$ cat config.mk
export PLATFORM = sky130hd
export DESIGN_NAME = lcce_exec
export DESIGN_NICKNAME = d
export VERILOG_FILES = /design/src/rtl/lcce_pkg.sv /design/src/rtl/lcce_exec.sv
export SDC_FILE = /design/constraint.sdc
export NUM_CORES = 1
export LEC_CHECK = 0
export BUFFER_PORTS_ARGS = -buffer_cell sky130_fd_sc_hd__buf_2
export CAP_MARGIN = 20
export CORE_AREA = 2 2 356 358
export CTS_BUF_LIST = sky130_fd_sc_hd__clkbuf_8
export CTS_CLUSTER_SIZE = 16
export DETAILED_ROUTE_END_ITERATION = 12
export DIE_AREA = 0 0 358 360
export PLACE_DENSITY_LB_ADDON = 0.15
export SETUP_SLACK_MARGIN = 0.2
export SYNTH_ARGS = -nofsm -noshare
export SYNTH_HDL_FRONTEND = slang
export SYNTH_SLANG_ARGS = --single-unit
$ cat constraint.sdc
create_clock -name core_clk -period 11.9 [get_ports core_clk]
set_input_delay 2.38 -clock core_clk [delete_from_list [all_inputs] [get_ports core_clk]]
set_output_delay 2.38 -clock core_clk [all_outputs]
set_load 0.01 [all_outputs]
$ cat src/rtl/lcce_pkg.sv
// constants, register map and instruction codes of the logic/call/clear execution unit
package lcce_pkg;

    // ****************************************
    // geometry
    // ****************************************
    localparam int unsigned PC_W = 11;
    localparam int unsigned MEM_AW = 6;
    localparam int unsigned MEM_WORDS = 64;
    localparam int unsigned STACK_DEPTH = 4;
    localparam int unsigned SP_W = 2;
    localparam int unsigned AVS_AW = 9;

    // ****************************************
    // timing
    // ****************************************
    localparam int unsigned CLKS_PER_INSTR_CYCLE = 4;
    localparam int unsigned CALL_CYCLES = 2;
    localparam int unsigned PLAIN_CYCLES = 1;
    localparam int unsigned PCL_PENALTY_CYCLES = 1;

    // ****************************************
    // register byte offsets
    // ****************************************
    localparam logic [8:0] OFS_COMMAND = 9'h000;
    localparam logic [8:0] OFS_OPERAND = 9'h004;
    localparam logic [8:0] OFS_ACC = 9'h008;
    localparam logic [8:0] OFS_STATUS = 9'h00c;
    localparam logic [8:0] OFS_PC = 9'h010;
    localparam logic [8:0] OFS_WATCHDOG = 9'h014;
    localparam logic [8:0] OFS_STACK_PTR = 9'h018;
    localparam logic [8:0] OFS_STACK_TOP = 9'h01c;
    localparam logic [8:0] OFS_MEM_BASE = 9'h100;

    // data memory address that aliases the program counter low byte
    localparam logic [MEM_AW-1:0] PCL_MEM_ADDR = 6'h02;

    // ****************************************
    // field positions
    // ****************************************
    localparam int unsigned CMD_OP_LSB = 0;
    localparam int unsigned CMD_BIT_LSB = 4;
    localparam int unsigned ST_ZERO_BIT = 0;
    localparam int unsigned ST_TIMEOUT_BIT = 1;
    localparam int unsigned ST_POWERDOWN_BIT = 2;
    localparam int unsigned ST_BUSY_BIT = 3;

    // ****************************************
    // reset values
    // ****************************************
    localparam logic [7:0] ACC_RST = 8'h00;
    localparam logic [PC_W-1:0] PC_RST = 11'h000;
    localparam logic [7:0] WATCHDOG_RST = 8'h00;

    // ****************************************
    // instruction codes written to the command register
    // ****************************************
    typedef enum logic [3:0] {
        OP_NOP = 4'h0,
        OP_CONJ_ACC_MEM = 4'h1,
        OP_CONJ_ACC_IMM = 4'h2,
        OP_CONJ_INTO_MEMORY = 4'h3,
        OP_CALL = 4'h4,
        OP_CLEAR_MEM = 4'h5,
        OP_CLEAR_BIT = 4'h6,
        OP_WATCHDOG_SINGLE_CLEAR = 4'h7,
        OP_WATCHDOG_PRECLEAR_FIRST = 4'h8,
        OP_WATCHDOG_PRECLEAR_SECOND = 4'h9,
        OP_INVERT_MEMORY_BYTE = 4'ha
    } lcce_op_t;

    // which preclear ran last, for pairing
    typedef enum logic [1:0] {
        PRE_NONE,
        PRE_FIRST,
        PRE_SECOND
    } lcce_pre_t;

endpackage : lcce_pkg

$ cat src/rtl/lcce_exec.sv
// execution unit for conjunction, call, clear, complement and watchdog clear instructions

module lcce_exec (
    input wire logic core_clk,
    input wire logic reset,
    input wire logic clk_en,
    input wire logic [lcce_pkg::AVS_AW-1:0] avs_address,
    input wire logic avs_read,
    input wire logic avs_write,
    input wire logic [31:0] avs_writedata,
    input wire logic [3:0] avs_byteenable,
    output logic [31:0] avs_readdata,
    output logic avs_waitrequest,
    output logic exec_busy
);
    import lcce_pkg::*;

    // ****************************************
    // decode helpers
    // ****************************************
    // true for the instructions that write a data memory byte
    function automatic logic writes_mem(input lcce_op_t op);
        writes_mem = (op == OP_CONJ_INTO_MEMORY) || (op == OP_CLEAR_MEM)
            || (op == OP_CLEAR_BIT) || (op == OP_INVERT_MEMORY_BYTE);
    endfunction : writes_mem

    // merge a bus word into an old value under the byte enables
    function automatic logic [31:0] merge_be(input logic [31:0] old_v, input logic [31:0] new_v,
                                             input logic [3:0] be);
        logic [31:0] r;
        for (int i = 0; i < 4; i++)
        begin
            r[i*8 +: 8] = be[i] ? new_v[i*8 +: 8] : old_v[i*8 +: 8];
        end
        merge_be = r;
    endfunction : merge_be

    localparam logic [3:0] ICYC = 4'(CLKS_PER_INSTR_CYCLE);

    // ****************************************
    // state
    // ****************************************
    logic [7:0] mem_q [MEM_WORDS];
    logic [PC_W-1:0] stack_q [STACK_DEPTH];
    logic [7:0] acc_q, acc_d;
    logic zero_q, zero_d, timeout_q, timeout_d, powerdown_q, powerdown_d;
    logic [PC_W-1:0] pc_q, pc_d;
    logic [SP_W-1:0] sp_q, sp_d;
    logic [7:0] wdt_q, wdt_d;
    logic [1:0] tick_q, tick_d;
    lcce_pre_t pre_q, pre_d;
    logic [3:0] op_q, op_d;
    logic [2:0] bit_q, bit_d;
    logic [PC_W-1:0] operand_q, operand_d;
    logic [3:0] cnt_q, cnt_d;
    logic busy_q, busy_d, wait_q, wait_d;
    logic [31:0] rdata_q, rdata_d;
    // combinational nets
    logic mem_we, stack_we, bus_take, bus_wr, bus_rd, commit, wdt_clear, is_mem_window;
    logic [MEM_AW-1:0] mem_wa, mem_addr, win_addr;
    logic [7:0] mem_wd, mem_rd, mem_res, acc_res;
    lcce_op_t cur_op, new_op;

    // ****************************************
    // bus handshake
    // ****************************************
    // one wait cycle per request: waitrequest drops for the edge that completes it
    always_comb
    begin
        wait_d = !((avs_read || avs_write) && wait_q);
    end

    assign bus_take = (avs_read || avs_write) && !wait_q;
    assign bus_wr = bus_take && avs_write;
    assign bus_rd = avs_read && wait_q;
    // compared one bit wider, since a full 64-word bound would wrap to zero in six bits
    assign is_mem_window = (avs_address[8] == OFS_MEM_BASE[8]) && (avs_address[1:0] == 2'b00)
        && (7'(avs_address[7:2]) < 7'(MEM_WORDS));
    assign win_addr = avs_address[MEM_AW+1:2];

    // ****************************************
    // instruction datapath
    // ****************************************
    assign cur_op = lcce_op_t'(op_q);
    assign new_op = lcce_op_t'(avs_writedata[CMD_OP_LSB +: 4]);
    assign mem_addr = operand_q[MEM_AW-1:0];
    // the low program counter byte sits in the memory space, so reads see it live
    assign mem_rd = (mem_addr == PCL_MEM_ADDR) ? pc_q[7:0] : mem_q[mem_addr];
    assign commit = busy_q && (cnt_q == 4'h0);
    assign acc_res = (cur_op == OP_CONJ_ACC_IMM) ? (acc_q & operand_q[7:0])
                                                 : (acc_q & mem_rd);

    // memory result for each writing instruction
    always_comb
    begin
        mem_res = mem_rd;
        case (cur_op)
            OP_CONJ_INTO_MEMORY: mem_res = acc_q & mem_rd;
            OP_CLEAR_MEM: mem_res = 8'h00;
            OP_CLEAR_BIT: mem_res = mem_rd & ~(8'h01 << bit_q);
            OP_INVERT_MEMORY_BYTE: mem_res = ~mem_rd;
            default: mem_res = mem_rd;
        endcase
    end

    // watchdog clear decision, pairing the two preclears
    always_comb
    begin
        wdt_clear = 1'b0;
        pre_d = pre_q;
        if (commit)
        begin
            pre_d = PRE_NONE;
            case (cur_op)
                OP_WATCHDOG_SINGLE_CLEAR: wdt_clear = 1'b1;
                OP_WATCHDOG_PRECLEAR_FIRST:
                begin
                    wdt_clear = (pre_q == PRE_SECOND);
                    pre_d = wdt_clear ? PRE_NONE : PRE_FIRST;
                end
                OP_WATCHDOG_PRECLEAR_SECOND:
                begin
                    wdt_clear = (pre_q == PRE_FIRST);
                    pre_d = wdt_clear ? PRE_NONE : PRE_SECOND;
                end
                default: wdt_clear = 1'b0;
            endcase
        end
    end

    // ****************************************
    // sequencing, registers and memory writes
    // ****************************************
    // command issue, cycle count, commit of results and register writes
    always_comb
    begin
        acc_d = acc_q;
        zero_d = zero_q;
        pc_d = pc_q;
        sp_d = sp_q;
        op_d = op_q;
        bit_d = bit_q;
        operand_d = operand_q;
        cnt_d = cnt_q;
        busy_d = busy_q;
        powerdown_d = powerdown_q;
        mem_we = 1'b0;
        mem_wa = mem_addr;
        mem_wd = mem_res;
        stack_we = 1'b0;
        if (busy_q && (cnt_q != 4'h0))
        begin
            cnt_d = cnt_q - 4'h1;
        end
        if (commit)
        begin
            busy_d = 1'b0;
            pc_d = pc_q + 11'h001;
            case (cur_op)
                OP_CONJ_ACC_MEM, OP_CONJ_ACC_IMM:
                begin
                    acc_d = acc_res;
                    zero_d = (acc_res == 8'h00);
                end
                OP_CONJ_INTO_MEMORY, OP_INVERT_MEMORY_BYTE:
                begin
                    zero_d = (mem_res == 8'h00);
                end
                OP_CALL:
                begin
                    stack_we = 1'b1;
                    sp_d = sp_q + 2'b01;
                    pc_d = operand_q;
                end
                default: zero_d = zero_q;
            endcase
            if (writes_mem(cur_op))
            begin
                if (mem_addr == PCL_MEM_ADDR)
                begin
                    pc_d = {pc_q[PC_W-1:8], mem_res};
                end
                else
                begin
                    mem_we = 1'b1;
                end
            end
        end
        // a command arriving while busy is dropped
        if (bus_wr && !busy_q && (avs_address == OFS_COMMAND) && avs_byteenable[0])
        begin
            op_d = new_op;
            bit_d = avs_writedata[CMD_BIT_LSB +: 3];
            busy_d = 1'b1;
            if (new_op == OP_CALL)
            begin
                cnt_d = 4'(CALL_CYCLES) * ICYC - 4'h1;
            end
            else if (writes_mem(new_op) && (operand_q[MEM_AW-1:0] == PCL_MEM_ADDR))
            begin
                cnt_d = 4'(PLAIN_CYCLES + PCL_PENALTY_CYCLES) * ICYC - 4'h1;
            end
            else
            begin
                cnt_d = 4'(PLAIN_CYCLES) * ICYC - 4'h1;
            end
        end
        if (bus_wr && !busy_q)
        begin
            if (avs_address == OFS_OPERAND)
            begin
                operand_d = PC_W'(merge_be(32'(operand_q), avs_writedata, avs_byteenable));
            end
            if ((avs_address == OFS_ACC) && avs_byteenable[0])
            begin
                acc_d = avs_writedata[7:0];
            end
            if (is_mem_window && avs_byteenable[0])
            begin
                mem_we = 1'b1;
                mem_wa = win_addr;
                mem_wd = avs_writedata[7:0];
            end
        end
        // software may raise powerdown to mimic entry to sleep; a clear wins only if no set
        if (wdt_clear)
        begin
            powerdown_d = 1'b0;
        end
        if (bus_wr && (avs_address == OFS_STATUS) && avs_byteenable[0]
            && avs_writedata[ST_POWERDOWN_BIT])
        begin
            powerdown_d = 1'b1;
        end
    end

    // watchdog counter, ticking once per instruction cycle
    always_comb
    begin
        tick_d = tick_q + 2'b01;
        wdt_d = wdt_q;
        timeout_d = timeout_q;
        if (tick_q == 2'b11)
        begin
            wdt_d = wdt_q + 8'h01;
        end
        if (wdt_clear)
        begin
            wdt_d = WATCHDOG_RST;
            tick_d = 2'b00;
            timeout_d = 1'b0;
        end
        // an overflow in the clearing cycle still sets the flag
        if ((tick_q == 2'b11) && (wdt_q == 8'hff))
        begin
            timeout_d = 1'b1;
        end
    end

    // read mux; unmapped addresses read zero
    always_comb
    begin
        rdata_d = rdata_q;
        if (bus_rd)
        begin
            rdata_d = 32'h0000_0000;
            case (avs_address)
                OFS_COMMAND: rdata_d[7:0] = {1'b0, bit_q, op_q};
                OFS_OPERAND: rdata_d[PC_W-1:0] = operand_q;
                OFS_ACC: rdata_d[7:0] = acc_q;
                OFS_STATUS: rdata_d[3:0] = {busy_q, powerdown_q, timeout_q, zero_q};
                OFS_PC: rdata_d[PC_W-1:0] = pc_q;
                OFS_WATCHDOG: rdata_d[7:0] = wdt_q;
                OFS_STACK_PTR: rdata_d[SP_W-1:0] = sp_q;
                OFS_STACK_TOP: rdata_d[PC_W-1:0] = stack_q[sp_q - 2'b01];
                default:
                begin
                    if (is_mem_window)
                    begin
                        rdata_d[7:0] = (win_addr == PCL_MEM_ADDR) ? pc_q[7:0] : mem_q[win_addr];
                    end
                end
            endcase
        end
    end

    // register stage for all control state
    always_ff @(posedge core_clk)
    begin
        if (reset)
        begin
            acc_q <= ACC_RST;
            zero_q <= 1'b0;
            timeout_q <= 1'b0;
            powerdown_q <= 1'b0;
            pc_q <= PC_RST;
            sp_q <= '0;
            wdt_q <= WATCHDOG_RST;
            tick_q <= 2'b00;
            pre_q <= PRE_NONE;
            op_q <= 4'h0;
            bit_q <= 3'h0;
            operand_q <= '0;
            cnt_q <= 4'h0;
            busy_q <= 1'b0;
            rdata_q <= 32'h0000_0000;
            wait_q <= 1'b1;
        end
        else if (clk_en)
        begin
            acc_q <= acc_d;
            zero_q <= zero_d;
            timeout_q <= timeout_d;
            powerdown_q <= powerdown_d;
            pc_q <= pc_d;
            sp_q <= sp_d;
            wdt_q <= wdt_d;
            tick_q <= tick_d;
            pre_q <= pre_d;
            op_q <= op_d;
            bit_q <= bit_d;
            operand_q <= operand_d;
            cnt_q <= cnt_d;
            busy_q <= busy_d;
            rdata_q <= rdata_d;
            wait_q <= wait_d;
        end
    end

    // memory and stack arrays; contents are not reset, only their pointers
    always_ff @(posedge core_clk)
    begin
        if (clk_en && !reset)
        begin
            if (mem_we)
            begin
                mem_q[mem_wa] <= mem_wd;
            end
            if (stack_we)
            begin
                stack_q[sp_q] <= pc_q + 11'h001;
            end
        end
    end

    assign avs_readdata = rdata_q;
    assign avs_waitrequest = wait_q;
    assign exec_busy = busy_q;

endmodule : lcce_exec

==> impl_metrics.csv <==
group,metric,value,unit
yosys,ys_types,84,
cells_and_area,layout.nets,2156,
critical_path,critPathRequiredTime,12.30,ns
drt,first_pass_iters,6,
grt,grt-busiest-layer,"met2",
placement,dp_hpwl,73500,um
floorplanning,core_area,125000,sq um
grt,overflow,0,
sta,relSlewSlack,18.1,%
grt,first_global_vias,20000,
critical_path,worst_ep_arrival_time,6.32,ns
cts,root_buffer,"clkbuf_8",
grt,grtUsageMet1,23.9,%
yosys,ys_ff_latch,633,
grt,grtUsageMet3,3.40,%
cts,numClockSinks,633,
critical_path,endpoint_kind,"flip-flop",
drt,antenna_left,0,
critical_path,critPathKind,"primary input to flip-flop",
yosys,synthArstFlopShare,0,%
grt,grt_pass1_wl,157000,um
placement,numPortBuffers,39,
placement,place_congestion,0.886,
sta,finalCritPeriodShare,49.7,%
cts,htree_levels,3,
sta,fin_setup_tns,0,ns
cts,cts_resized,0,
floorplanning,die_area,129000,sq um
flow_run,maxCapViolations,0,
floorplanning,start_util,24.9,%
cts,clock_latency,0.84,ns
grt,grt_max_degree,121,
floorplanning,rows,130,
critical_path,critPathLaunchType,"primary input",
drt,drc,0,
min_path,hold_path.class,"flip-flop to flip-flop",
yosys,synth_enable_flop_cells,556,
cts,cts_tree,"built",
cts,cts_setup_buffers,0,
grt,grt_use_met2,27.5,%
placement,pre_cts_ws,5.27,ns
cts,clkTransAtPathRegs,0.06,ns
drt,drt_wl_total,113000,um
sta,maxSlewViolCount,0,
floorplanning,fp.dieW,358,um
sta,finalClockSkew,0.0670,ns
cts,ctsHoldBuffers,0,
yosys,synth_warnings,0,
yosys,syn_area,31100,sq um
yosys,syn_avg_cell_area,15.6,sq um
power_and_ir_drop,pwr_density_cell,128,nW/um^2
power_and_ir_drop,p_leak,11.3,nW
sta,hold_viol_final,0,
cts,clockBufferDepth,3,
drt,drt_iter0_markers,1958,
sta,grt_setup_unrepaired,"no",
grt,antenna_found_initial,5,
drt,num_vias,19800,
sta,fin_ws,5.98,ns
cells_and_area,post-route-util,28.4,%
yosys,seq_area_frac_synth,58.6,%
grt,grt_usage,17.3,%
sta,tightest_slew,1.22,ns
cells_and_area,drive_gt1_share,27.1,%
cells_and_area,area_delta_synth_final,14.2,%
drt,wl_per_cell,29.3,um
floorplanning,die_y,360,um
yosys,ys.flop_type,"edfxtp_1",
sta,hold_ws,0.474,ns
drt,viasPerCell,5.16,
cts,cts_buffers,113,
floorplanning,io_pins,84,
sta,fin_crit,5.92,ns
critical_path,cp_max_fo,32,
sta,setup_viol,0,
yosys,syn_inst,1995,
power_and_ir_drop,ir_worst_vdd,80.4,uV
sta,fmax,0.169,GHz
status,status,"complete, no violations",
-- routing by layer --
metal / share of wire (%) / vias up
li1: - / 8296
met1: 44 / 10600
met2: 48 / 786
met3: 6.1 / 144
met4: 2.3 / 2
met5: 0.012 / -
-- flip-flops by register name (all words and copies together), names as in the netlist, named ones only --
register and cells:
mem_q 512, stack_q 44, avs_readdata 11, operand_q 11, pc_q 11, acc_q 8, wdt_q 8, cnt_q 4
cur_op 4, bit_q 3, pre_q 2, sp_q 2, tick_q 2, avs_waitrequest 1, exec_busy 1, powerdown_q 1
timeout_q 1, zero_q 1
-- per-stage QoR --
step	instance area [sq um]	std cells	total power [W]
after global placement	33300	3624	0.00263
after global routing	35500	3834	0.00472
after floorplan	31200	2015	0.00256
after detailed placement	33400	3628	0.00263
after CTS	35500	3828	0.00463
final	35500	3836	0.00456
-- critical path, cell delays in order --
cell and delay, ns:
buf_2 0.09, nor2b_1 0.18, nand2_1 0.12, nor2_1 0.32
nand3_2 0.82, a21oi_1 0.66, nor2b_1 0.31, nand2_1 0.39
nor2_1 1.04
-- where the power goes --
part | leakage [nW] | total, W | switching [W] | internal, W
clock network | 1.23 | 0.00198 | 0.000969 | 0.00101
logic | 4.40 | 0.000191 | 0.000113 | 0.0000782
registers | 5.65 | 0.00239 | 0.00000231 | 0.00239
total | 11.3 | 0.00456 | 0.00108 | 0.00348
-- final cells by class --
class | instances | area, sq um
multi-input cells | 1201 | 12100
well taps | 1650 | 2060
clock buffers | 115 | 1580
flip-flops and latches | 633 | 18200
repair buffers | 130 | 947
fillers | 12600 | 89400
inverters | 18 | 68.8
diodes | 4 | 10.0
clock inverters | 85 | 547
-- final timing paths --
path / startpoint / slack [ns] / cells past startpoint / to
max reg2reg: flip-flop / 6.53 / 11 / mem_q[21][5]
min: powerdown_q / 0.47 / 2 / powerdown_q
min reg2reg: powerdown_q / 0.47 / 2 / powerdown_q
max: avs_write / 5.98 / 9 / mem_q[59][5]
-- cell families after synthesis --
| kind of cell | count (synthesis) | share of synthesized area (%) |
|---|---|---|
| AOI/OAI and AO/OA | 282 | 6.04 |
| buffers and inverters | 181 | 3.08 |
| adders and majority gates | 9 | 0.362 |
| muxes | 405 | 24.4 |
| and+or+nand+nor | 466 | 6.96 |
| other | 1 | 0.0121 |
| xor gates and xnor gates | 18 | 0.507 |
| DFF | 633 | 58.6 |
-- placed cells by master, fill, tap and decap left out, types with 16 or more instances in the layout --
master | netlist | final
o21ai_0 | 58 | 58
a22oi_1 | 30 | 30
inv_1 | 16 | 51
edfxtp_1 | 556 | 556
nand2_1 | 107 | 107
clkinv_2 | 1 | 17
a21oi_1 | 67 | 61
mux4_2 | 259 | 259
nor2b_1 | 18 | 18
mux4_1 | 16 | 16
dfxtp_1 | 77 | 72
conb_1 | 1 | 21
clkbuf_8 | 0 | 115
nor3_1 | 28 | 28
clkinv_1 | 0 | 22
mux2i_1 | 104 | 104
buf_4 | 34 | 84
nand3_1 | 55 | 54
buf_2 | 31 | 37
nor2_1 | 170 | 170
mux2_2 | 26 | 26
-- Yosys cell counts, types with 5 or more instances --
cell type / count / area (sq um)
edfxtp_1: 556 / 16700
mux4_2: 259 / 5830
nor2_1: 170 / 638
nand2_1: 107 / 402
mux2i_1: 104 / 1040
dfxtp_1: 77 / 1540
clkbuf_1: 73 / 274
a21oi_1: 67 / 335
o21ai_0: 58 / 290
nand3_1: 55 / 275
buf_4: 34 / 255
buf_2: 31 / 155
a22oi_1: 30 / 225
nor3_1: 28 / 140
mux2_2: 26 / 293
nor2b_1: 18 / 113
inv_1: 16 / 60.1
mux4_1: 16 / 420
a221oi_1: 15 / 131
nand2b_1: 15 / 93.8
a31oi_1: 14 / 87.6
buf_1: 13 / 48.8
and3_1: 12 / 75.1
o22ai_1: 11 / 68.8
and2_1: 10 / 62.6
nor3b_1: 10 / 75.1
a211oi_1: 9 / 67.6
buf_6: 9 / 101
ha_1: 9 / 113
xnor2_1: 9 / 78.8
xor2_1: 9 / 78.8
a32oi_1: 7 / 61.3
nand4_1: 7 / 43.8
o211ai_1: 7 / 52.6
o31ai_1: 6 / 45.0
or2_2: 6 / 37.5
or3_1: 6 / 37.5
a311oi_1: 5 / 43.8
o21ai_1: 5 / 25.0
o221ai_1: 5 / 43.8
No activity file was read; power rests on OpenSTA's default activity.
